**config.mk**
```make
export PLATFORM = sky130hd
export DESIGN_NAME = light_sensor_config_status_regs
export DESIGN_NICKNAME = d
export VERILOG_FILES = /design/src/light_regs_pkg.sv /design/src/light_sensor_config_status_regs.sv
export SDC_FILE = /design/constraint.sdc
export NUM_CORES = 1
export LEC_CHECK = 0
export BUFFER_PORTS_ARGS = -buffer_cell sky130_fd_sc_hd__buf_2
export CAP_MARGIN = 20
export CORE_ASPECT_RATIO = 1.1
export CORE_MARGIN = 2
export CORE_UTILIZATION = 45
export CTS_BUF_LIST = sky130_fd_sc_hd__clkbuf_2
export CTS_CLUSTER_SIZE = 30
export DETAILED_ROUTE_END_ITERATION = 6
export GPL_TIMING_DRIVEN = 0
export PLACE_DENSITY = 0.78
export REMOVE_ABC_BUFFERS = 1
export SYNTH_ARGS = -nofsm -noshare
export SYNTH_HDL_FRONTEND = slang
export SYNTH_SLANG_ARGS = --single-unit
```
**constraint.sdc**
```tcl
create_clock -name clk -period 4.4 [get_ports clk]
set_clock_uncertainty 0.1 [all_clocks]
set_input_delay 0.22 -clock clk [delete_from_list [all_inputs] [get_ports clk]]
set_output_delay 0.22 -clock clk [all_outputs]
set_load 0.1 [all_outputs]
```
**src/light_regs_pkg.sv**
```systemverilog
/*
 * Constants, field layouts, timing counts and carrier types for the light
 * sensor configuration and status register bank.
 * Assumes a single 250 MHz clock and a register port driven by the serial
 * bus slave logic on that same clock.
 */
// Notes on behaviour
// Host writes zero to reserved configuration bits 7:3, 0 and control 7:2.
// Low-gain scale bit set scales 1x and 8x gains by 0.16.
// Host never sets low-gain scale while gain select is above 8x.
// Wait-extend bit makes every wait step twelve times longer.
// Gain select 00, 01, 10, 11 give 1x, 8x, 16x, 120x.
// Identifier register reads a fixed 8-bit part code.
// Status register is read-only; host writes leave it alone.
// Status bits 7:5 and 3:1 always read zero.
// Status bit 4 reads one while the light interrupt is asserted.
// Status bit 0 sets once both channels finish integration after enable.
// Results are held as two 16-bit words, channel 0 and channel 1.
// Result bytes sit at 0x14, 0x15, 0x16 and 0x17.
// Reading a low byte copies its high byte into a shadow register.
// High byte read returns the value paired with the earlier low byte.
// Host fetches each result with one two-byte auto-increment read; the bench reads channel 1 with two one-byte reads.
// Wait step lasts 2.73 ms; count is two's complement, 0xFF is one step.
// Interrupt when channel 0 leaves threshold window, after persistence.
// Writes to identifier, status and result registers change nothing.
package light_regs_pkg;

	localparam logic [4:0] ADDR_CONFIG   = 5'h0D;
	localparam logic [4:0] ADDR_CONTROL  = 5'h0F;
	localparam logic [4:0] ADDR_PART_ID  = 5'h12;
	localparam logic [4:0] ADDR_STATUS   = 5'h13;
	localparam logic [4:0] ADDR_CH0_LOW  = 5'h14;
	localparam logic [4:0] ADDR_CH0_HIGH = 5'h15;
	localparam logic [4:0] ADDR_CH1_LOW  = 5'h16;
	localparam logic [4:0] ADDR_CH1_HIGH = 5'h17;

	localparam int CFG_LOW_GAIN_BIT    = 2;
	localparam int CFG_WAIT_EXT_BIT    = 1;
	localparam int STAT_IRQ_BIT        = 4;
	localparam int STAT_VALID_BIT      = 0;

	localparam logic [7:0] CONFIG_RESET  = 8'h00;
	localparam logic [7:0] CONTROL_RESET = 8'h00;
	localparam logic [7:0] READ_ZERO     = 8'h00;
	// Part code value is arbitrary.
	localparam logic [7:0] PART_CODE_DEFAULT = 8'h5A;

	localparam logic [1:0] GAIN_1X   = 2'h0;
	localparam logic [1:0] GAIN_8X   = 2'h1;
	localparam logic [1:0] GAIN_16X  = 2'h2;
	localparam logic [1:0] GAIN_120X = 2'h3;

	// Effective gain in hundredths of unity gain.
	localparam logic [13:0] GAIN_1X_HUND        = 14'h0064;
	localparam logic [13:0] GAIN_8X_HUND        = 14'h0320;
	localparam logic [13:0] GAIN_16X_HUND       = 14'h0640;
	localparam logic [13:0] GAIN_120X_HUND      = 14'h2EE0;
	localparam logic [13:0] GAIN_1X_SCALED_HUND = 14'h0010;
	localparam logic [13:0] GAIN_8X_SCALED_HUND = 14'h0080;

	localparam int CLK_PERIOD_NS   = 4;
	localparam int WAIT_STEP_NS    = 2730000;
	localparam int WAIT_STEP_CYCLES = WAIT_STEP_NS / CLK_PERIOD_NS;
	localparam logic [3:0] WAIT_EXTEND_FACTOR = 4'hC;
	localparam logic [8:0] WAIT_STEPS_FULL = 9'h100;

	typedef struct packed {
		logic [15:0] ch1;
		logic [15:0] ch0;
	} result_pair_t;

	typedef struct packed {
		logic [15:0] high;
		logic [15:0] low;
	} threshold_pair_t;

	// Consecutive out-of-range results needed for each persistence code.
	function automatic logic [5:0] persist_needed(input logic [3:0] code);
		logic [5:0] n;
		n = 6'h00;
		case (code)
			4'h0: n = 6'h00;
			4'h1: n = 6'h01;
			4'h2: n = 6'h02;
			4'h3: n = 6'h03;
			4'h4: n = 6'h05;
			default: n = 6'(({2'h0, code} - 6'h03) * 6'h05);
		endcase
		return n;
	endfunction

endpackage

```
**src/light_sensor_config_status_regs.sv**
```systemverilog
/*
 * Register bank for the configuration, gain, identifier, status and
 * result bytes of the light sensor, plus the wait timer and the light
 * interrupt decision that those bits steer.
 * Assumes the serial bus slave presents decoded byte reads and writes on
 * clk, and that the measurement core delivers results on clk as well.
 */
`timescale 1ns/1ps
`default_nettype none

module light_sensor_config_status_regs
	import light_regs_pkg::*;
#(
	parameter int          WAIT_STEP_CYC = WAIT_STEP_CYCLES,
	parameter logic [7:0]  PART_CODE     = PART_CODE_DEFAULT
) (
	// Clock, reset and clock enable.
	input  wire logic            clk,
	input  wire logic            reset,
	input  wire logic            ce,
	// Register port from the serial bus slave.
	input  wire logic [4:0]      reg_addr,
	input  wire logic            reg_wr,
	input  wire logic [7:0]      reg_wdata,
	input  wire logic            reg_rd,
	output logic      [7:0]      reg_rdata,
	output logic                 reg_rvalid,
	// Measurement core and neighbouring registers.
	input  wire logic            light_sense_enable,
	input  wire logic            result_done,
	input  wire result_pair_t    result_in,
	input  wire threshold_pair_t thresholds,
	input  wire logic [3:0]      persist_code,
	input  wire logic            irq_clear,
	// Wait timer.
	input  wire logic            wait_start,
	input  wire logic [7:0]      wait_count,
	output logic                 wait_active,
	output logic                 wait_done,
	// Analog gain and interrupt outputs.
	output logic      [1:0]      gain_select,
	output logic                 low_gain_scale,
	output logic      [13:0]     gain_hundredths,
	output logic                 light_irq
);

	logic [7:0]   config_r;
	logic [7:0]   control_r;
	result_pair_t result_r;
	logic [7:0]   ch0_shadow_r;
	logic [7:0]   ch1_shadow_r;
	logic         irq_r;
	logic         valid_r;
	logic [7:0]   rdata_r;
	logic         rvalid_r;
	logic [5:0]   persist_cnt_r;
	logic [5:0]   persist_cnt_nxt;
	logic [13:0]  gain_r;
	logic [13:0]  gain_nxt;

	// Write decode: only the two writable registers respond.
	wire logic wr_config  = ce & reg_wr & (reg_addr == ADDR_CONFIG);
	wire logic wr_control = ce & reg_wr & (reg_addr == ADDR_CONTROL);
	wire logic rd_fire    = ce & reg_rd;
	wire logic rd_ch0_low = rd_fire & (reg_addr == ADDR_CH0_LOW);
	wire logic rd_ch1_low = rd_fire & (reg_addr == ADDR_CH1_LOW);

	// Only the defined bits are stored, so reserved bits read as zero.
	wire logic [7:0] config_mask  = 8'h06;
	wire logic [7:0] control_mask = 8'h03;
	wire logic       cfg_low_gain = config_r[CFG_LOW_GAIN_BIT];
	wire logic       cfg_wait_ext = config_r[CFG_WAIT_EXT_BIT];
	wire logic [1:0] gain_code    = control_r[1:0];

	wire logic [7:0] status_byte = {3'h0, irq_r, 3'h0, valid_r};

	// Read multiplexer; unmapped addresses return zero.
	logic [7:0] rd_mux;
	always_comb begin
		rd_mux = READ_ZERO;
		case (reg_addr)
			ADDR_CONFIG:   rd_mux = config_r;
			ADDR_CONTROL:  rd_mux = control_r;
			ADDR_PART_ID:  rd_mux = PART_CODE;
			ADDR_STATUS:   rd_mux = status_byte;
			ADDR_CH0_LOW:  rd_mux = result_r.ch0[7:0];
			ADDR_CH0_HIGH: rd_mux = ch0_shadow_r;
			ADDR_CH1_LOW:  rd_mux = result_r.ch1[7:0];
			ADDR_CH1_HIGH: rd_mux = ch1_shadow_r;
			default:       rd_mux = READ_ZERO;
		endcase
	end

	// Effective analog gain, with the 0.16 scale on the two low settings.
	always_comb begin
		gain_nxt = GAIN_1X_HUND;
		unique case (gain_code)
			GAIN_1X:   gain_nxt = cfg_low_gain ? GAIN_1X_SCALED_HUND
			                                   : GAIN_1X_HUND;
			GAIN_8X:   gain_nxt = cfg_low_gain ? GAIN_8X_SCALED_HUND
			                                   : GAIN_8X_HUND;
			GAIN_16X:  gain_nxt = GAIN_16X_HUND;
			GAIN_120X: gain_nxt = GAIN_120X_HUND;
		endcase
	end

	// Configuration and control registers.
	always_ff @(posedge clk) begin
		if (reset) begin
			config_r  <= CONFIG_RESET;
			control_r <= CONTROL_RESET;
		end else begin
			if (wr_config) begin
				config_r <= reg_wdata & config_mask;
			end
			if (wr_control) begin
				control_r <= reg_wdata & control_mask;
			end
		end
	end

	// Results are caught whole, so both bytes of a word always belong
	// together.
	always_ff @(posedge clk) begin
		if (reset) begin
			result_r <= '0;
		end else if (ce & result_done) begin
			result_r <= result_in;
		end
	end

	// The shadow copy is taken in the same cycle as the low byte is read,
	// which keeps the pair intact across later results.
	always_ff @(posedge clk) begin
		if (reset) begin
			ch0_shadow_r <= READ_ZERO;
		end else if (rd_ch0_low) begin
			ch0_shadow_r <= result_r.ch0[15:8];
		end
	end

	always_ff @(posedge clk) begin
		if (reset) begin
			ch1_shadow_r <= READ_ZERO;
		end else if (rd_ch1_low) begin
			ch1_shadow_r <= result_r.ch1[15:8];
		end
	end

	// Read data is registered; writes never reach these stores.
	always_ff @(posedge clk) begin
		if (reset) begin
			rdata_r  <= READ_ZERO;
			rvalid_r <= 1'b0;
		end else if (ce) begin
			rvalid_r <= reg_rd;
			if (reg_rd) begin
				rdata_r <= rd_mux;
			end
		end
	end

	// Valid flag: first completed integration after enable sets it, and
	// dropping the enable clears it.
	always_ff @(posedge clk) begin
		if (reset) begin
			valid_r <= 1'b0;
		end else if (ce) begin
			if (!light_sense_enable) begin
				valid_r <= 1'b0;
			end else if (result_done) begin
				valid_r <= 1'b1;
			end
		end
	end

	// Persistence filter on channel 0 against the threshold window.
	wire logic out_of_range = (result_in.ch0 < thresholds.low) |
	                          (result_in.ch0 > thresholds.high);
	wire logic [5:0] need = persist_needed(persist_code);
	always_comb begin
		persist_cnt_nxt = persist_cnt_r;
		if (result_done) begin
			if (!out_of_range) begin
				persist_cnt_nxt = 6'h00;
			end else if (persist_cnt_r != 6'h3F) begin
				persist_cnt_nxt = persist_cnt_r + 6'h01;
			end
		end
	end
	wire logic irq_event = ce & light_sense_enable & result_done &
	                       ((need == 6'h00) | (out_of_range &
	                        (persist_cnt_nxt >= need)));

	// The out-of-range run restarts whenever sensing is switched off.
	always_ff @(posedge clk) begin
		if (reset) begin
			persist_cnt_r <= 6'h00;
		end else if (ce) begin
			persist_cnt_r <= light_sense_enable ? persist_cnt_nxt : 6'h00;
		end
	end

	// A new event in the clearing cycle keeps the flag set.
	always_ff @(posedge clk) begin
		if (reset) begin
			irq_r <= 1'b0;
		end else if (irq_event) begin
			irq_r <= 1'b1;
		end else if (ce & irq_clear) begin
			irq_r <= 1'b0;
		end
	end

	// Wait timer: steps are 256 minus the count, each step one base
	// period, or twelve base periods when extended.
	logic [31:0] cyc_cnt_r;
	logic [3:0]  sub_cnt_r;
	logic [8:0]  step_cnt_r;
	logic        wait_act_r;
	logic        wait_done_r;
	wire logic [8:0] steps_total = WAIT_STEPS_FULL - {1'b0, wait_count};
	wire logic [3:0] sub_total   = cfg_wait_ext ? WAIT_EXTEND_FACTOR
	                                            : 4'h1;
	wire logic cyc_end  = (cyc_cnt_r == 32'(WAIT_STEP_CYC - 1));
	wire logic sub_end  = cyc_end & (sub_cnt_r == sub_total - 4'h1);
	wire logic step_end = sub_end & (step_cnt_r == 9'h001);

	wire logic wait_load = ~wait_act_r & wait_start;
	wire logic step_last = wait_act_r & step_end;
	wire logic step_next = wait_act_r & sub_end & ~step_end;

	// The counters rest on their end values after a wait ends, so the finish
	// pulse is qualified by the run flag.
	always_ff @(posedge clk) begin
		if (reset) begin
			wait_act_r  <= 1'b0;
			wait_done_r <= 1'b0;
		end else if (ce) begin
			wait_done_r <= step_last;
			if (wait_load) begin
				wait_act_r <= 1'b1;
			end else if (step_last) begin
				wait_act_r <= 1'b0;
			end
		end
	end

	always_ff @(posedge clk) begin
		if (reset) begin
			cyc_cnt_r <= 32'h0;
		end else if (ce) begin
			if (wait_load | (wait_act_r & cyc_end & ~step_end)) begin
				cyc_cnt_r <= 32'h0;
			end else if (wait_act_r & ~cyc_end) begin
				cyc_cnt_r <= cyc_cnt_r + 32'h1;
			end
		end
	end

	// Base periods within one step: one, or twelve when extended.
	always_ff @(posedge clk) begin
		if (reset) begin
			sub_cnt_r <= 4'h0;
		end else if (ce) begin
			if (wait_load | step_next) begin
				sub_cnt_r <= 4'h0;
			end else if (wait_act_r & cyc_end & ~sub_end) begin
				sub_cnt_r <= sub_cnt_r + 4'h1;
			end
		end
	end

	// Steps still to run are loaded from the two's complement count.
	always_ff @(posedge clk) begin
		if (reset) begin
			step_cnt_r <= 9'h000;
		end else if (ce) begin
			if (wait_load) begin
				step_cnt_r <= steps_total;
			end else if (step_next) begin
				step_cnt_r <= step_cnt_r - 9'h001;
			end
		end
	end

	// The gain value output is a registered copy of the decoded setting.
	always_ff @(posedge clk) begin
		if (reset) begin
			gain_r <= GAIN_1X_HUND;
		end else if (ce) begin
			gain_r <= gain_nxt;
		end
	end

	assign reg_rdata       = rdata_r;
	assign reg_rvalid      = rvalid_r;
	assign wait_active     = wait_act_r;
	assign wait_done       = wait_done_r;
	assign gain_select     = control_r[1:0];
	assign low_gain_scale  = config_r[CFG_LOW_GAIN_BIT];
	assign gain_hundredths = gain_r;
	assign light_irq       = irq_r;

endmodule

`default_nettype wire

```
After elaboration in Yosys (flattened, before gate mapping)
Cells that the tools add are included.
W data, S select, Z words.
{"block": "classes", "add_sub_neg": 7, "mul": 1, "order_cmp": 3, "n_eq_ne": 20, "muxes": 22, "n_bitwise": 30, "n_reduce_logical": 14}
{"op": "$mux W32", "count": 2}
{"op": "$pmux W8 S8", "count": 1}
{"op": "$pmux W14 S4", "count": 1}
{"op": "$add A32 B1 Y32 const B", "count": 1}
{"op": "$eq A32 B20 Y1 const B", "count": 1}
{"op": "$eq A5 B5 Y1 const B", "count": 6}
{"op": "$pmux W6 S5", "count": 1}
{"op": "$mux W6", "count": 4}
{"op": "$and A1 B1 Y1", "count": 22}
{"op": "$mux W9", "count": 2}
{"op": "$gt A16 B16 Y1", "count": 1}
{"op": "$lt A16 B16 Y1", "count": 1}
{"op": "$mux W4", "count": 3}
{"op": "$reduce_and A2 Y1", "count": 6}
{"op": "$eq A5 B4 Y1 const B", "count": 2}
{"op": "$mux W10", "count": 1}
{"op": "$reduce_bool A2 Y1", "count": 5}
{"op": "$eq A9 B1 Y1 const B", "count": 1}
{"op": "$sub A9 B1 Y9 const B", "count": 1}
{"op": "$sub A9 B8 Y9 const A", "count": 1}
{"op": "$eq A4 B2 Y1 const B", "count": 2}
{"op": "$mux W7", "count": 1}
{"op": "$add A6 B1 Y6 const B", "count": 1}
{"op": "$ge A6 B6 Y1", "count": 1}
{"op": "other kinds (17)", "count": 29}
{"block": "word_totals", "register_bits": 130, "inputBits": 98, "output_inout_bits": 29, "wordCells": 114}

Depth between registers and ports, before layout
Gate-level depths: netlist (run 1).
{"block": "depth", "depth_word": 10, "depth_mapped": 16, "depth_no_buf": 16}

Worst setup path after synthesis (run 1)
Ideal clock, no wire load.
{"block": "synth_path", "path_type": "input port to flip-flop", "startpoint": "input port persist_code[2]", "endpoint": "register irq_r, in the netlist light_irq", "setup_ns": 0.132, "arrival_ns": 2.648, "required_ns": 4.168, "slack_ns": 1.521, "cell_stages": 14, "path_buffers": 1, "cell_sequence": "clkbuf_1 a21oi_1 xor2_1 ha_1 ha_1 fa_1 xor2_1 xnor2_1 nand2_1 ha_1 a21oi_1 o21ai_0 nand3_1 o311ai_1"}
{"block": "synth_via", "elab_chain_cells": 8, "elab_cells_between_ends": 15, "classes_between": "add/sub: 1; mul: 1; order compare: 1; eq/ne: 4; mux: 2; bitwise: 3; reduce/logical: 3"}
{"element": "from (decl)", "line": "light_sensor_config_status_regs.sv:33", "text": "input wire logic [3:0] persist_code,"}
{"element": "$sub A4 B2 Y5", "line": "light_regs_pkg.sv:87", "text": "default: n = 6'(({2'h0, code} - 6'h03) * 6'h05);"}
{"element": "$mul A6 B3 Y6", "line": "light_regs_pkg.sv:87"}
{"element": "$pmux W6 S5 (*)", "line": "light_regs_pkg.sv:81", "text": "case (code)"}
{"element": "$ge A6 B6 Y1", "line": "light_sensor_config_status_regs.sv:193", "text": "(persist_cnt_nxt >= need)));"}
{"element": "$and A1 B1 Y1", "line": "light_sensor_config_status_regs.sv:192", "text": "((need == 6'h00) | (out_of_range &"}
{"element": "$or A1 B1 Y1 (*)", "line": "light_sensor_config_status_regs.sv:192"}
{"element": "$and A1 B1 Y1 (*)", "line": "light_sensor_config_status_regs.sv:191", "text": "wire logic irq_event = ce & light_sense_enable & result_done &"}
{"element": "$mux W1 / $reduce_bool A2 Y1 (equally long branches)"}
{"element": "to (signal assigned)", "line": "light_sensor_config_status_regs.sv:207", "text": "irq_r <= 1'b0;"}
{"element": "to (signal assigned)", "line": "light_sensor_config_status_regs.sv:209", "text": "irq_r <= 1'b1;"}
{"element": "to (signal assigned)", "line": "light_sensor_config_status_regs.sv:211", "text": "irq_r <= 1'b0;"}
{"element": "to (decl)", "line": "light_sensor_config_status_regs.sv:52", "text": "logic irq_r;"}
Every way passes the cells marked *; elsewhere a longest branch is shown, timed or not.
A chain may end at the register's enable or synchronous reset.

Worst setup path in the final report (run 1)
{"block": "layout_path", "startpoint": "input port result_in[15] in the netlist's numbering", "endpoint": "register irq_r, in the netlist light_irq"}
{"block": "layout_via", "elab_chain_cells": 9, "elab_cells_between_ends": 11, "classes_between": "order compare: 3; mux: 3; bitwise: 4; reduce/logical: 1"}
{"element": "from (decl)", "line": "light_sensor_config_status_regs.sv:31", "text": "input wire result_pair_t result_in,"}
{"element": "$lt A16 B16 Y1 / $gt A16 B16 Y1 (equally long branches)", "line": "light_sensor_config_status_regs.sv:178, light_sensor_config_status_regs.sv:179"}
{"element": "$or A1 B1 Y1 (*)", "line": "light_sensor_config_status_regs.sv:178", "text": "wire logic out_of_range = (result_in.ch0 < thresholds.low) |"}
{"element": "$mux W6", "line": "light_sensor_config_status_regs.sv:184", "text": "if (!out_of_range) begin"}
{"element": "$mux W6", "line": "light_sensor_config_status_regs.sv:183", "text": "if (result_done) begin"}
{"element": "$ge A6 B6 Y1", "line": "light_sensor_config_status_regs.sv:193"}
{"element": "$and A1 B1 Y1 (*)", "line": "light_sensor_config_status_regs.sv:192"}
{"element": "$or A1 B1 Y1 (*)", "line": "light_sensor_config_status_regs.sv:192"}
{"element": "$and A1 B1 Y1 (*)", "line": "light_sensor_config_status_regs.sv:191"}
{"element": "$mux W1 / $reduce_bool A2 Y1 (equally long branches)"}
Marks and branches as above.

==> results of run 1 <==
==> flip-flops by register name (all words and copies together) (netlist names), 2 cells and up <==
register         flops
control_r            2
persist_cnt_r        6
sub_cnt_r            4
reg_rdata            8
cyc_cnt_r           32
ch0_shadow_r         8
step_cnt_r           9
gain_hundredths      9
ch1_shadow_r         8
result_r            32
config_r             2
==> kinds of logic (layout without fill, tap and decap cells) <==
group	after synthesis	count (layout)	synth area share (%)
compound gates	182	182	16.0
xor+xnor	37	37	4.57
other cells	1	6	0.0528
buf+inv	95	301	5.45
mux	33	33	5.18
simple gates	354	354	24.2
fa+ha+maj	52	52	9.27
flops	125	125	35.3
==> worst register-to-register path: stages, from the launching register on <==
cell,delay (ps)
dfxtp_1,380
ha_1,230
and3_1,250
a31oi_1,300
nand2_1,120
a21o_1,190
ha_1,250
nand2b_1,140
a21o_1,180
a21o_1,180
a21oi_1,150
o21ai_0,100
nand3_1,80
o311ai_1,90
dlygate4sd3_1,560
==> cells in the mapped netlist (all sizes together) (3+ instances only) <==
cell type | count | share of area, %
and3 | 10 | 0.95
dfxtp | 125 | 35
clkbuf | 33 | 1.7
nor2 | 101 | 5.4
xor2 | 26 | 3.2
nor3b | 4 | 0.42
mux4 | 3 | 0.95
nand2b | 8 | 0.71
nor2b | 5 | 0.44
and4 | 5 | 0.62
a21o | 4 | 0.42
and2 | 9 | 0.79
mux2i | 30 | 4.2
nand3 | 28 | 2.0
ha | 51 | 9.0
a21oi | 87 | 6.1
or2 | 3 | 0.26
a211oi | 6 | 0.63
nor4 | 8 | 1.1
o211ai | 4 | 0.42
o21ai | 36 | 2.6
a22oi | 15 | 1.9
a31oi | 6 | 0.53
nand2 | 123 | 6.6
or3 | 7 | 0.62
o22ai | 4 | 0.35
inv | 52 | 2.8
nor4b | 3 | 0.46
nand4 | 16 | 1.4
nor3 | 13 | 0.92
a2111oi | 3 | 0.63
xnor2 | 11 | 1.4
buf | 10 | 0.95
==> layer usage <==
layer / global-route usage (%) / part of all wire [%] / vias up
met5: 0 / 0 / -
met4: 9.72 / 2.7 / 0
met1: 25.4 / 43 / 3206
met3: 4.34 / 4.8 / 41
met2: 39.5 / 50 / 202
li1: - / - / 3464
==> cell type report <==
class / instances / area [µm²]
clock buffers: 18 / 90.1
fillers: 1368 / 6530
repair buffers: 218 / 1640
multi-input cells: 662 / 4220
well taps: 200 / 250
inverters: 52 / 195
flip-flops and latches: 125 / 2500
clock inverters: 13 / 119
diodes: 2 / 5.00
==> worst max path at each step <==
| stage | to | slack (ps) | cells past startpoint |
|---|---|---|---|
| 6_report | light_irq$_SDFFE_PP0P_ | 620 | 18 |
| 3_5_place_dp | light_irq$_SDFFE_PP0P_ | 940 | 16 |
| 2_1_floorplan | cyc_cnt_r[0]$_SDFFE_PP0P_ | 1520 | 5 |
| 5_1_grt | light_irq$_SDFFE_PP0P_ | 300 | 18 |
| 3_3_place_gp | persist_cnt_r[4]$_SDFFE_PP0P_ | 870 | 5 |
| 4_1_cts | light_irq$_SDFFE_PP0P_ | 630 | 18 |
==> what timing repair did <==
item	4_1_cts	5_1_grt
hold buffers	96	0
hold endpoints to repair	93	0
gates resized for setup	0	0
==> power by group <==
part | switching, W | internal, W | total (W)
Combinational | 0.000266 | 0.000201 | 0.000467
Sequential | 0.0000174 | 0.00116 | 0.00118
Clock | 0.000456 | 0.000205 | 0.000661
==> stage by stage <==
step                power, W  hold slack [ps]
floorplan            0.00145              187
global placement     0.00158              342
detailed placement   0.00160              347
CTS                  0.00231             18.0
global route         0.00243             42.0
finish               0.00230             65.4
==> impl_results.md, run 1 <==
- CP Launch Type: input pin
- Area of the mapped netlist: ~7100 µm²
- CP arrival: approximately 4300 ps
- Placed Instance Area: 7810 µm²
- Row cnt: 48
- Layout cells sized above 1: 16.5%
- Crit Reg-Reg Endpoint: light_irq$_SDFFE_PP0P_
- Slowest stage delay, CP: 560 ps
- Avg Cell Area, Syn: approximately 8.1 µm²
- Die footprint: 16,800 µm²
- Register area share after synthesis: 35.3%
- IO Port Bufs: 117
- Num ports: approximately 130
- Hold path depth: 6
- Status: completed
- Post-synth EDFFs: 0
- Hold EP: step_cnt_r[5]$_SDFFE_PP0P_
- HP Start: wait_count[4]
- Finished Cell Area: 9020 µm²
- MaxCap Viol Count: 0
- Final Util: 58.0%
- CTS buffer count: 17
- Clock buffer depth: 2
- Cells along the critical path: dlygate4sd3_1, buf_2, ha_1, nand2_1, nor4_1, o311ai_1, a31oi_1, and3_1, a21o_1, ha_1, nand2b_1, a21o_1, a21o_1, a21oi_1, o21ai_0, nand3_1, o311ai_1, dlygate4sd3_1
- Vias: 6,913
- Worst slew margin: 42.8%
- Highest clock rate: 265 MHz
- Placed Instances: 1,159
- GPL Wtd Cong: 0.872
- Post-Syn Instances: 879
- Synth-to-layout area growth: 27.2%
- Drt pass-1 iters: 6
- # Post-CTS Setup Buffers: 0
- Slew of the pin with the lowest slew margin: between 800 and 900 ps
- Iter 0 DRT Violations: 462
- Dpl ws: approximately 940 ps
- Tcrit/Tclk final: 85.9%
- CTS root buffer: clkbuf_2
- Slew Viols, Final: 0
- Largest net degree at the start of global routing: 77
- Final wirelength: 18.0 mm
- Critical path buffer and inverter count: 3
- Final WS setup: a little over 600 ps
- RSZ-0062 raised after global routing: false
- CP Launch Point: result_in[15]
- Slowest CP cell: dlygate4sd3_1
- Depth of the CTS H-tree: 4
- Most common cell after layout, fill and taps aside: dfxtp_1
- Non-Filler Instances: 1,290
- Clk slew on worst S/H paths: 180 ps
- WS Path Type: in -> reg
- R2R setup slack: 1030 ps
- R2R cell count: 14
- Die width: 124 µm
- Most frequent cells in the layout: dfxtp_1 (125), nand2_1 (120), buf_2 (116)
- Clk sinks: 125
- Gr ovfl total: 0
- Hold Crit Class: in -> reg
- Total power divided by cell area: 255 nW/µm²
- Post-DP HPWL: 12.4 mm
- GRT Util Overall: around 22%
- Yosys Warn Count: 0
- Leakage power: 3.84 nW
- Vias in the first global route: 6,778
- Ys flop type: dfxtp_1
- Residual DRC count: 0
- Setup violators final: 0
- Chip Height: 136 µm
- Worst-skew pair later-pin latency: between 700 and 800 ps
- Fin nets: 1,226
- Fin crit period: between 3000 and 4000 ps
- Vias per cell: 5.36
- Initial antenna violation count: 2
- Count of different cell masters after synthesis: 70
- Starting Density: 45.6%
- Core area: 15,600 µm²
- CP Max Fanout: 5
- CP Data Required Time: 4920 ps
- IR drop worst, VDD: between 0.00015 and 0.0002 V
- Reg2reg start: persist_cnt_r[0]$_SDFFE_PP0P_
- Post-route ant nets: 0
- FF+latch count, synth: around 130
- Synth async-reset ratio: 0%
- Setup_tns: 0 ps
- Most frequent CP cell: a21o_1
- Final Hold Vio Count: 0
- WL per Instance: 13.9 µm
- Cell family contributing the most delay on the critical path: compound AO/OA/AOI/OAI gates
- CTS tree: done
- CP Capture Type: flip-flop
- First-pass GRT wire length: slightly below 30 mm
Note: power is estimated with default switching activity, not from simulation.
==> run 2: changes to the inputs <==
--- a/config.mk
+++ b/config.mk
@@ -11,10 +11,10 @@
 export CORE_MARGIN = 2
 export CORE_UTILIZATION = 45
 export CTS_BUF_LIST = sky130_fd_sc_hd__clkbuf_2
-export CTS_CLUSTER_SIZE = 30
 export DETAILED_ROUTE_END_ITERATION = 6
 export GPL_TIMING_DRIVEN = 0
 export PLACE_DENSITY = 0.78
+export RECOVER_POWER = 50
 export REMOVE_ABC_BUFFERS = 1
 export SYNTH_ARGS = -nofsm -noshare
 export SYNTH_HDL_FRONTEND = slang
==> run 2 against run 1 <==
First-iteration DRC count is 5.8% higher; non-clock buffer count stayed put; largest cell class unchanged; via count is 0.19% lower; maximum frequency is 2.3% lower; critical endpoint is now result_r[4]$_SDFFE_PP0P_; wire length is 0.43% higher; power is 0.11% lower; largest power group unchanged; hold slack worse by 25 ps.
==> impl_results.md, run 2 (synthesis gave the netlist of run 1 again) <==
- Starting Density: 45.6% (unchanged)
- MaxCap Viol Count: 0 (unchanged)
- CP Capture Type: flip-flop (unchanged)
- Worst slew margin: 6.73% (was 42.8%)
- Die width: 124 µm (unchanged)
- Hold Crit Class: in -> reg (unchanged)
- CP Launch Point: ce (was result_in[15])
- Residual DRC count: 0 (unchanged)
- Post-DP HPWL: 12.4 mm (unchanged)
- Total power divided by cell area: 257 nW/µm² (was 255 nW/µm²)
- Clock buffer depth: 2 (unchanged)
- Slew of the pin with the lowest slew margin: 1380 ps (was 846 ps)
- Row cnt: 48 (unchanged)
- Die footprint: 16,800 µm² (unchanged)
- Most frequent CP cell: dlygate4sd3_1 (was a21o_1)
- Synth-to-layout area growth: 26.2% (was 27.2%)
- Most frequent cells in the layout: dfxtp_1 (125), nand2_1 (120), nor2_1 (98) (was dfxtp_1 (125), nand2_1 (120), buf_2 (116))
- Layout cells sized above 1: 14.0% (was 16.5%)
- Top Registers: cyc_cnt_r (32), result_r (32) (unchanged)
- Leakage power: 3.73 nW (was 3.84 nW)
- Reg2reg start: cyc_cnt_r[0]$_SDFFE_PP0P_ (was persist_cnt_r[0]$_SDFFE_PP0P_)
- CTS tree: done (unchanged)
- Slowest CP cell: clkbuf_1 (was dlygate4sd3_1)
- Final wirelength: 18.1 mm (was 18.0 mm)
- Vias: 6,900 (was 6,913)
- CP endpoint: result_r[4]$_SDFFE_PP0P_ (was light_irq$_SDFFE_PP0P_)
- Non-Filler Instances: 1,290 (unchanged)
- Depth of the CTS H-tree: 4 (unchanged)
- CP arrival: 4460 ps (was 4300 ps)
- Cells along the critical path: dlygate4sd3_1, clkbuf_1, inv_1, nor2_2, nand2_1, dlygate4sd3_1, a21oi_1, dlygate4sd3_1 (was dlygate4sd3_1, buf_2, ha_1, nand2_1, nor4_1, o311ai_1, a31oi_1, and3_1, a21o_1, ha_1, nand2b_1, a21o_1, a21o_1, a21oi_1, o21ai_0, nand3_1, o311ai_1, dlygate4sd3_1)
- Gr ovfl total: 0 (unchanged)
- HP Start: reg_rd (was wait_count[4])
- CP Launch Type: input pin (unchanged)
- Largest net degree at the start of global routing: 77 (unchanged)
- R2R cell count: 9 (was 14)
- Fin crit period: 3870 ps (was 3780 ps)
- R2R setup slack: 710 ps (was 1030 ps)
- First-pass GRT wire length: 29.7 mm (unchanged)
- Worst-skew pair later-pin latency: 730 ps (about the same)
- Status: completed (unchanged)
- Final Hold Vio Count: 0 (unchanged)
- Clk slew on worst S/H paths: 200 ps (was 180 ps)
- IO Port Bufs: 117 (unchanged)
- Final Power: 0.00230 W (about the same)
- Slowest stage delay, CP: 960 ps (was 560 ps)
- CTS root buffer: clkbuf_2 (unchanged)
- Drt pass-1 iters: 5 (was 6)
- Tcrit/Tclk final: 87.9% (was 85.9%)
- Post-route ant nets: 0 (unchanged)
- WS Path Type: in -> reg (unchanged)
- CTS buffer count: 17 (unchanged)
- RSZ-0062 raised after global routing: false (unchanged)
- Placed Instance Area: 7810 µm² (unchanged)
- IR drop worst, VDD: 0.000154 V (about the same)
- GPL Wtd Cong: 0.872 (unchanged)
- Placed Instances: 1,159 (unchanged)
- Slew Viols, Final: 0 (unchanged)
- Vias per cell: 5.35 (was 5.36)
- Setup violators final: 0 (unchanged)
- CP Data Required Time: 5000 ps (was 4920 ps)
- Final Util: 57.6% (was 58.0%)
- Highest clock rate: 259 MHz (was 265 MHz)
- Num ports: 127 (unchanged)
- Iter 0 DRT Violations: 489 (was 462)
- Clk sinks: 125 (unchanged)
- Initial antenna violation count: 2 (unchanged)
- Fin nets: 1,226 (unchanged)
- Crit Reg-Reg Endpoint: step_cnt_r[4]$_SDFFE_PP0P_ (was light_irq$_SDFFE_PP0P_)
- Setup_tns: 0 ps (unchanged)
- Vias in the first global route: 6,778 (unchanged)
- CP Max Fanout: 26 (was 5)
- Chip Height: 136 µm (unchanged)
- GRT Util Overall: 22.2% (unchanged)
- Core area: 15,600 µm² (unchanged)
- Most common cell after layout, fill and taps aside: dfxtp_1 (unchanged)
- # Post-CTS Setup Buffers: 0 (unchanged)
- Finished Cell Area: 8960 µm² (was 9020 µm²)
- WL per Instance: 14.0 µm (was 13.9 µm)
[run 2: critical path, delay by kind of cell]
kind | cells | cell delay, ps
AO/OA/AOI/OAI | 1 | 150
AND/OR/NAND/NOR | 2 | 740
buffers and inverters | 5 | 3310
[run 2: power by group]
part | internal (W) | leakage (nW) | switching (W)
sequential | 0.00116 | 1.01 | 0.0000177
combinational | 0.000199 | 2.60 | 0.000263
clock | 0.000205 | 0.124 | 0.000457
[run 2: worst min-delay path by stage]
stage,end,slack (ps),cells past startpoint
after floorplan,step_cnt_r[3]$_SDFFE_PP0P_,190,1
after global placement,result_r[22]$_SDFFE_PP0P_,340,2
after detailed placement,result_r[10]$_SDFFE_PP0P_,350,2
after CTS,step_cnt_r[5]$_SDFFE_PP0P_,20,6
after global routing,reg_rvalid$_SDFFE_PP0P_,20,3
final,reg_rvalid$_SDFFE_PP0P_,40,3
[run 2: area by class of cell]
class | instances | area (µm²)
Fill cell | 1388 | 6600
Multi-Input combinational cell | 662 | 4190
Sequential cell | 125 | 2500
Timing Repair Buffer | 218 | 1610
Tap cell | 200 | 250
Inverter | 52 | 195
Clock inverter | 13 | 119
Clock buffer | 18 | 90.1
Antenna cell | 2 | 5.00
[run 2: what timing repair did]
action                                  CTS  global route
endpoints found under the hold margin    93             0
gates resized for setup                   0             0
endpoints found under the setup margin    0             0
hold buffers                             96             0
[run 2: metrics by stage]
stage	setup slack, ps	hold slack [ps]
6_report	534	40.1
5_1_grt	292	20.8
4_1_cts	632	18.0
3_5_place_dp	939	347
3_3_place_gp	870	342
2_1_floorplan	1520	187
[run 2: metal layers]
| metal | track usage (%) | share of wire (%) | vias to the layer above |
|---|---|---|---|
| met5 | 0 | 0 | - |
| met4 | 9.72 | 2.7 | 0 |
| met3 | 4.34 | 5.0 | 40 |
| met2 | 39.5 | 50 | 203 |
| met1 | 25.4 | 42 | 3197 |
| li1 | - | - | 3460 |
==> run 3: changes to the inputs <==
==> constraint.sdc (replaced) <==
create_clock -name clk -period 4.4 [get_ports clk]
set_clock_uncertainty 0.1 [all_clocks]
set_input_delay 0.88 -clock clk [delete_from_list [all_inputs] [get_ports clk]]
set_output_delay 0.88 -clock clk [all_outputs]
set_load 0.1 [all_outputs]
==> run 3 against run 2 <==
Sequential cell count unchanged; maximum frequency rose by 13%; largest power group unchanged; design area decreased by 10%; critical path type unchanged.
==> impl_results.md, run 3 (synthesis gave the netlist of run 1 again) <==
- Status: completed (unchanged)
- Critical path buffer and inverter count: 1 (was 5)
- Crit Reg-Reg Endpoint: cyc_cnt_r[17]$_SDFFE_PP0P_ (was step_cnt_r[4]$_SDFFE_PP0P_)
- Slowest stage delay, CP: 1100 ps (was 960 ps)
- Sw frac: 32.2% (was 32.1%)
- Row cnt: 48 (unchanged)
- Power share of the combinational group: 18.0% (was 20.1%)
- Clk sinks: 125 (unchanged)
- Most common cell after layout, fill and taps aside: dfxtp_1 (unchanged)
- RSZ-0062 raised after global routing: false (unchanged)
- Dpl ws: 279 ps (was 939 ps)
- Iter 0 DRT Violations: 451 (was 489)
- Clk slew on worst S/H paths: 200 ps (about the same)
- Post_cts resized: 0 (unchanged)
- CP arrival: 3930 ps (was 4460 ps)
- Num ports: 127 (unchanged)
- Drt pass-1 iters: 5 (unchanged)
- Vias: 6,460 (was 6,900)
- Vias per cell: 5.40 (was 5.35)
- Residual DRC count: 0 (unchanged)
- WL per Instance: 13.8 µm (was 14.0 µm)
- Synth-to-layout area growth: 13.1% (was 26.2%)
- CP Launch Type: input pin (unchanged)
- CTS buffer count: 17 (unchanged)
- Total power divided by cell area: 278 nW/µm² (was 257 nW/µm²)
- Worst slew margin: 5.61% (was 6.73%)
- Final WS setup: 972 ps (was 534 ps)
- Largest net degree at the start of global routing: 77 (unchanged)
- Vias in the first global route: 6,036 (was 6,778)
- First-pass GRT wire length: 27.2 mm (was 29.7 mm)
- Tcrit/Tclk final: 77.9% (was 87.9%)
- Depth of the CTS H-tree: 4 (unchanged)
- Most frequent cells in the layout: dfxtp_1 (125), nand2_1 (120), buf_2 (115) (was dfxtp_1 (125), nand2_1 (120), nor2_1 (98))
- IO Port Bufs: 117 (unchanged)
- Fin crit period: 3430 ps (was 3870 ps)
- MaxCap Viol Count: 0 (unchanged)
- Die footprint: 16,800 µm² (unchanged)
- Cells along the critical path: clkbuf_1, nand2_1, nor4_2, mux2i_1, nor2_1 (was dlygate4sd3_1, clkbuf_1, inv_1, nor2_2, nand2_1, dlygate4sd3_1, a21oi_1, dlygate4sd3_1)
- Die width: 124 µm (unchanged)
- Post-DP HPWL: 12.4 mm (unchanged)
- Slowest CP cell: nor4_2 (was clkbuf_1)
- GRT Util Overall: 20.4% (was 22.2%)
- # Post-CTS Setup Buffers: 0 (unchanged)
- CTS root buffer: clkbuf_2 (unchanged)
- CTS tree: done (unchanged)
- HP Start: result_in[16] (was reg_rd)
- Sw power: 0.000719 W (was 0.000738 W)
- WP depth: 5 (was 8)
- Final Hold Vio Count: 0 (unchanged)
- Reg2reg start: cyc_cnt_r[0]$_SDFFE_PP0P_ (unchanged)
- IR drop worst, VDD: 0.000152 V (was 0.000154 V)
- Hold EP: result_r[16]$_SDFFE_PP0P_ (was reg_rvalid$_SDFFE_PP0P_)
- Hold-fix buffers, CTS: 0 (was 96)
- Int Power: 0.00151 W (was 0.00156 W)
- Top Registers: cyc_cnt_r (32), result_r (32) (unchanged)
- WS Path Type: in -> reg (unchanged)
- Cell family contributing the most delay on the critical path: simple AND/OR/NAND/NOR gates (was buffers and inverters)
- Final wirelength: 16.5 mm (was 18.1 mm)
- Layout cells sized above 1: 17.7% (was 14.0%)
- Core area: 15,600 µm² (unchanged)
- Setup_tns: 0 ps (unchanged)
- CP Data Required Time: 4900 ps (was 5000 ps)
- GPL Wtd Cong: 0.872 (unchanged)
- Clock buffer depth: 2 (unchanged)
- Gr ovfl total: 0 (unchanged)
- CP Max Fanout: 26 (unchanged)
- Leakage power: 3.38 nW (was 3.73 nW)
- R2R cell count: 8 (was 9)
- Hold path depth: 3 (unchanged)
- Hold Crit Class: in -> reg (unchanged)
- Post-route ant nets: 0 (unchanged)
- Fin nets: 1,130 (was 1,226)
- Setup violators final: 0 (unchanged)
- Worst-skew pair later-pin latency: 720 ps (was 730 ps)
- R2R setup slack: 1170 ps (was 710 ps)
- Initial antenna violation count: 5 (was 2)
- Highest clock rate: 292 MHz (was 259 MHz)
- Seq pwr share: 52.6% (was 51.1%)
- CP Capture Type: flip-flop (unchanged)
- Slew Viols, Final: 0 (unchanged)
- Chip Height: 136 µm (unchanged)
- Slew of the pin with the lowest slew margin: 1400 ps (was 1380 ps)
- Clk pwr share: 29.4% (was 28.8%)
- Starting Density: 45.6% (unchanged)
==> run 3: changes by cell type in the layout (fill, tap and decap cells not counted), sizes merged <==
| cell | change |
|---|---|
| buf | +25 |
| clkbuf | -25 |
| diode | +2 |
| dlygate4sd3 | -96 |
==> run 3: worst min-delay path, stage by stage <==
cell and delay, ps:
buf_2 100, nand2_1 40, a21oi_1 50
==> run 3: area by class of cell <==
cell class / instances / area, µm²
diodes: 4 / 10.0
multi-input cells: 662 / 4180
fillers: 1485 / 7530
flip-flops and latches: 125 / 2500
clock inverters: 13 / 119
inverters: 52 / 195
clock buffers: 18 / 90.1
well taps: 200 / 250
repair buffers: 122 / 679
==> run 3: per-layer routing <==
layer	vias up	wire, µm	GRT usage, %
met3	28	931	5.05
li1	3269	-	-
met4	2	326	7.89
met2	177	8080	35.0
met5	-	7	0
met1	2984	7200	24.1
==> run 3: power by group through the flow <==
stage	clock (W)	sequential, W	combinational [W]
2_1_floorplan	0	0.00122	0.000237
3_3_place_gp	0	0.00120	0.000386
3_5_place_dp	0	0.00120	0.000400
4_1_cts	0.000673	0.00118	0.000402
5_1_grt	0.000728	0.00118	0.000451
6_report	0.000657	0.00117	0.000402
==> run 3: metrics by stage <==
stage	util (%)	area [µm²]	std cells	hold WS, ps	power (W)
after floorplan	-	6920	839	327	0.00145
after global placement	49.8	7750	1156	342	0.00158
after detailed placement	50.2	7810	1159	347	0.00160
after CTS	51.5	8020	1190	213	0.00225
after global routing	51.6	8030	1195	197	0.00236
final	51.6	8030	1196	261	0.00223
==> run 3: worst max path at each step <==
stage                   startpoint                       endpoint  slack (ps)
floorplan           thresholds[15]         light_irq$_SDFFE_PP0P_         910
global placement                ce  persist_cnt_r[4]$_SDFFE_PP0P_         210
detailed placement   result_in[15]         light_irq$_SDFFE_PP0P_         280
CTS                  result_in[15]         light_irq$_SDFFE_PP0P_        1060
global route                    ce   ch1_shadow_r[4]$_SDFFE_PP0P_         750
finish                          ce   ch0_shadow_r[0]$_SDFFE_PP0P_         970
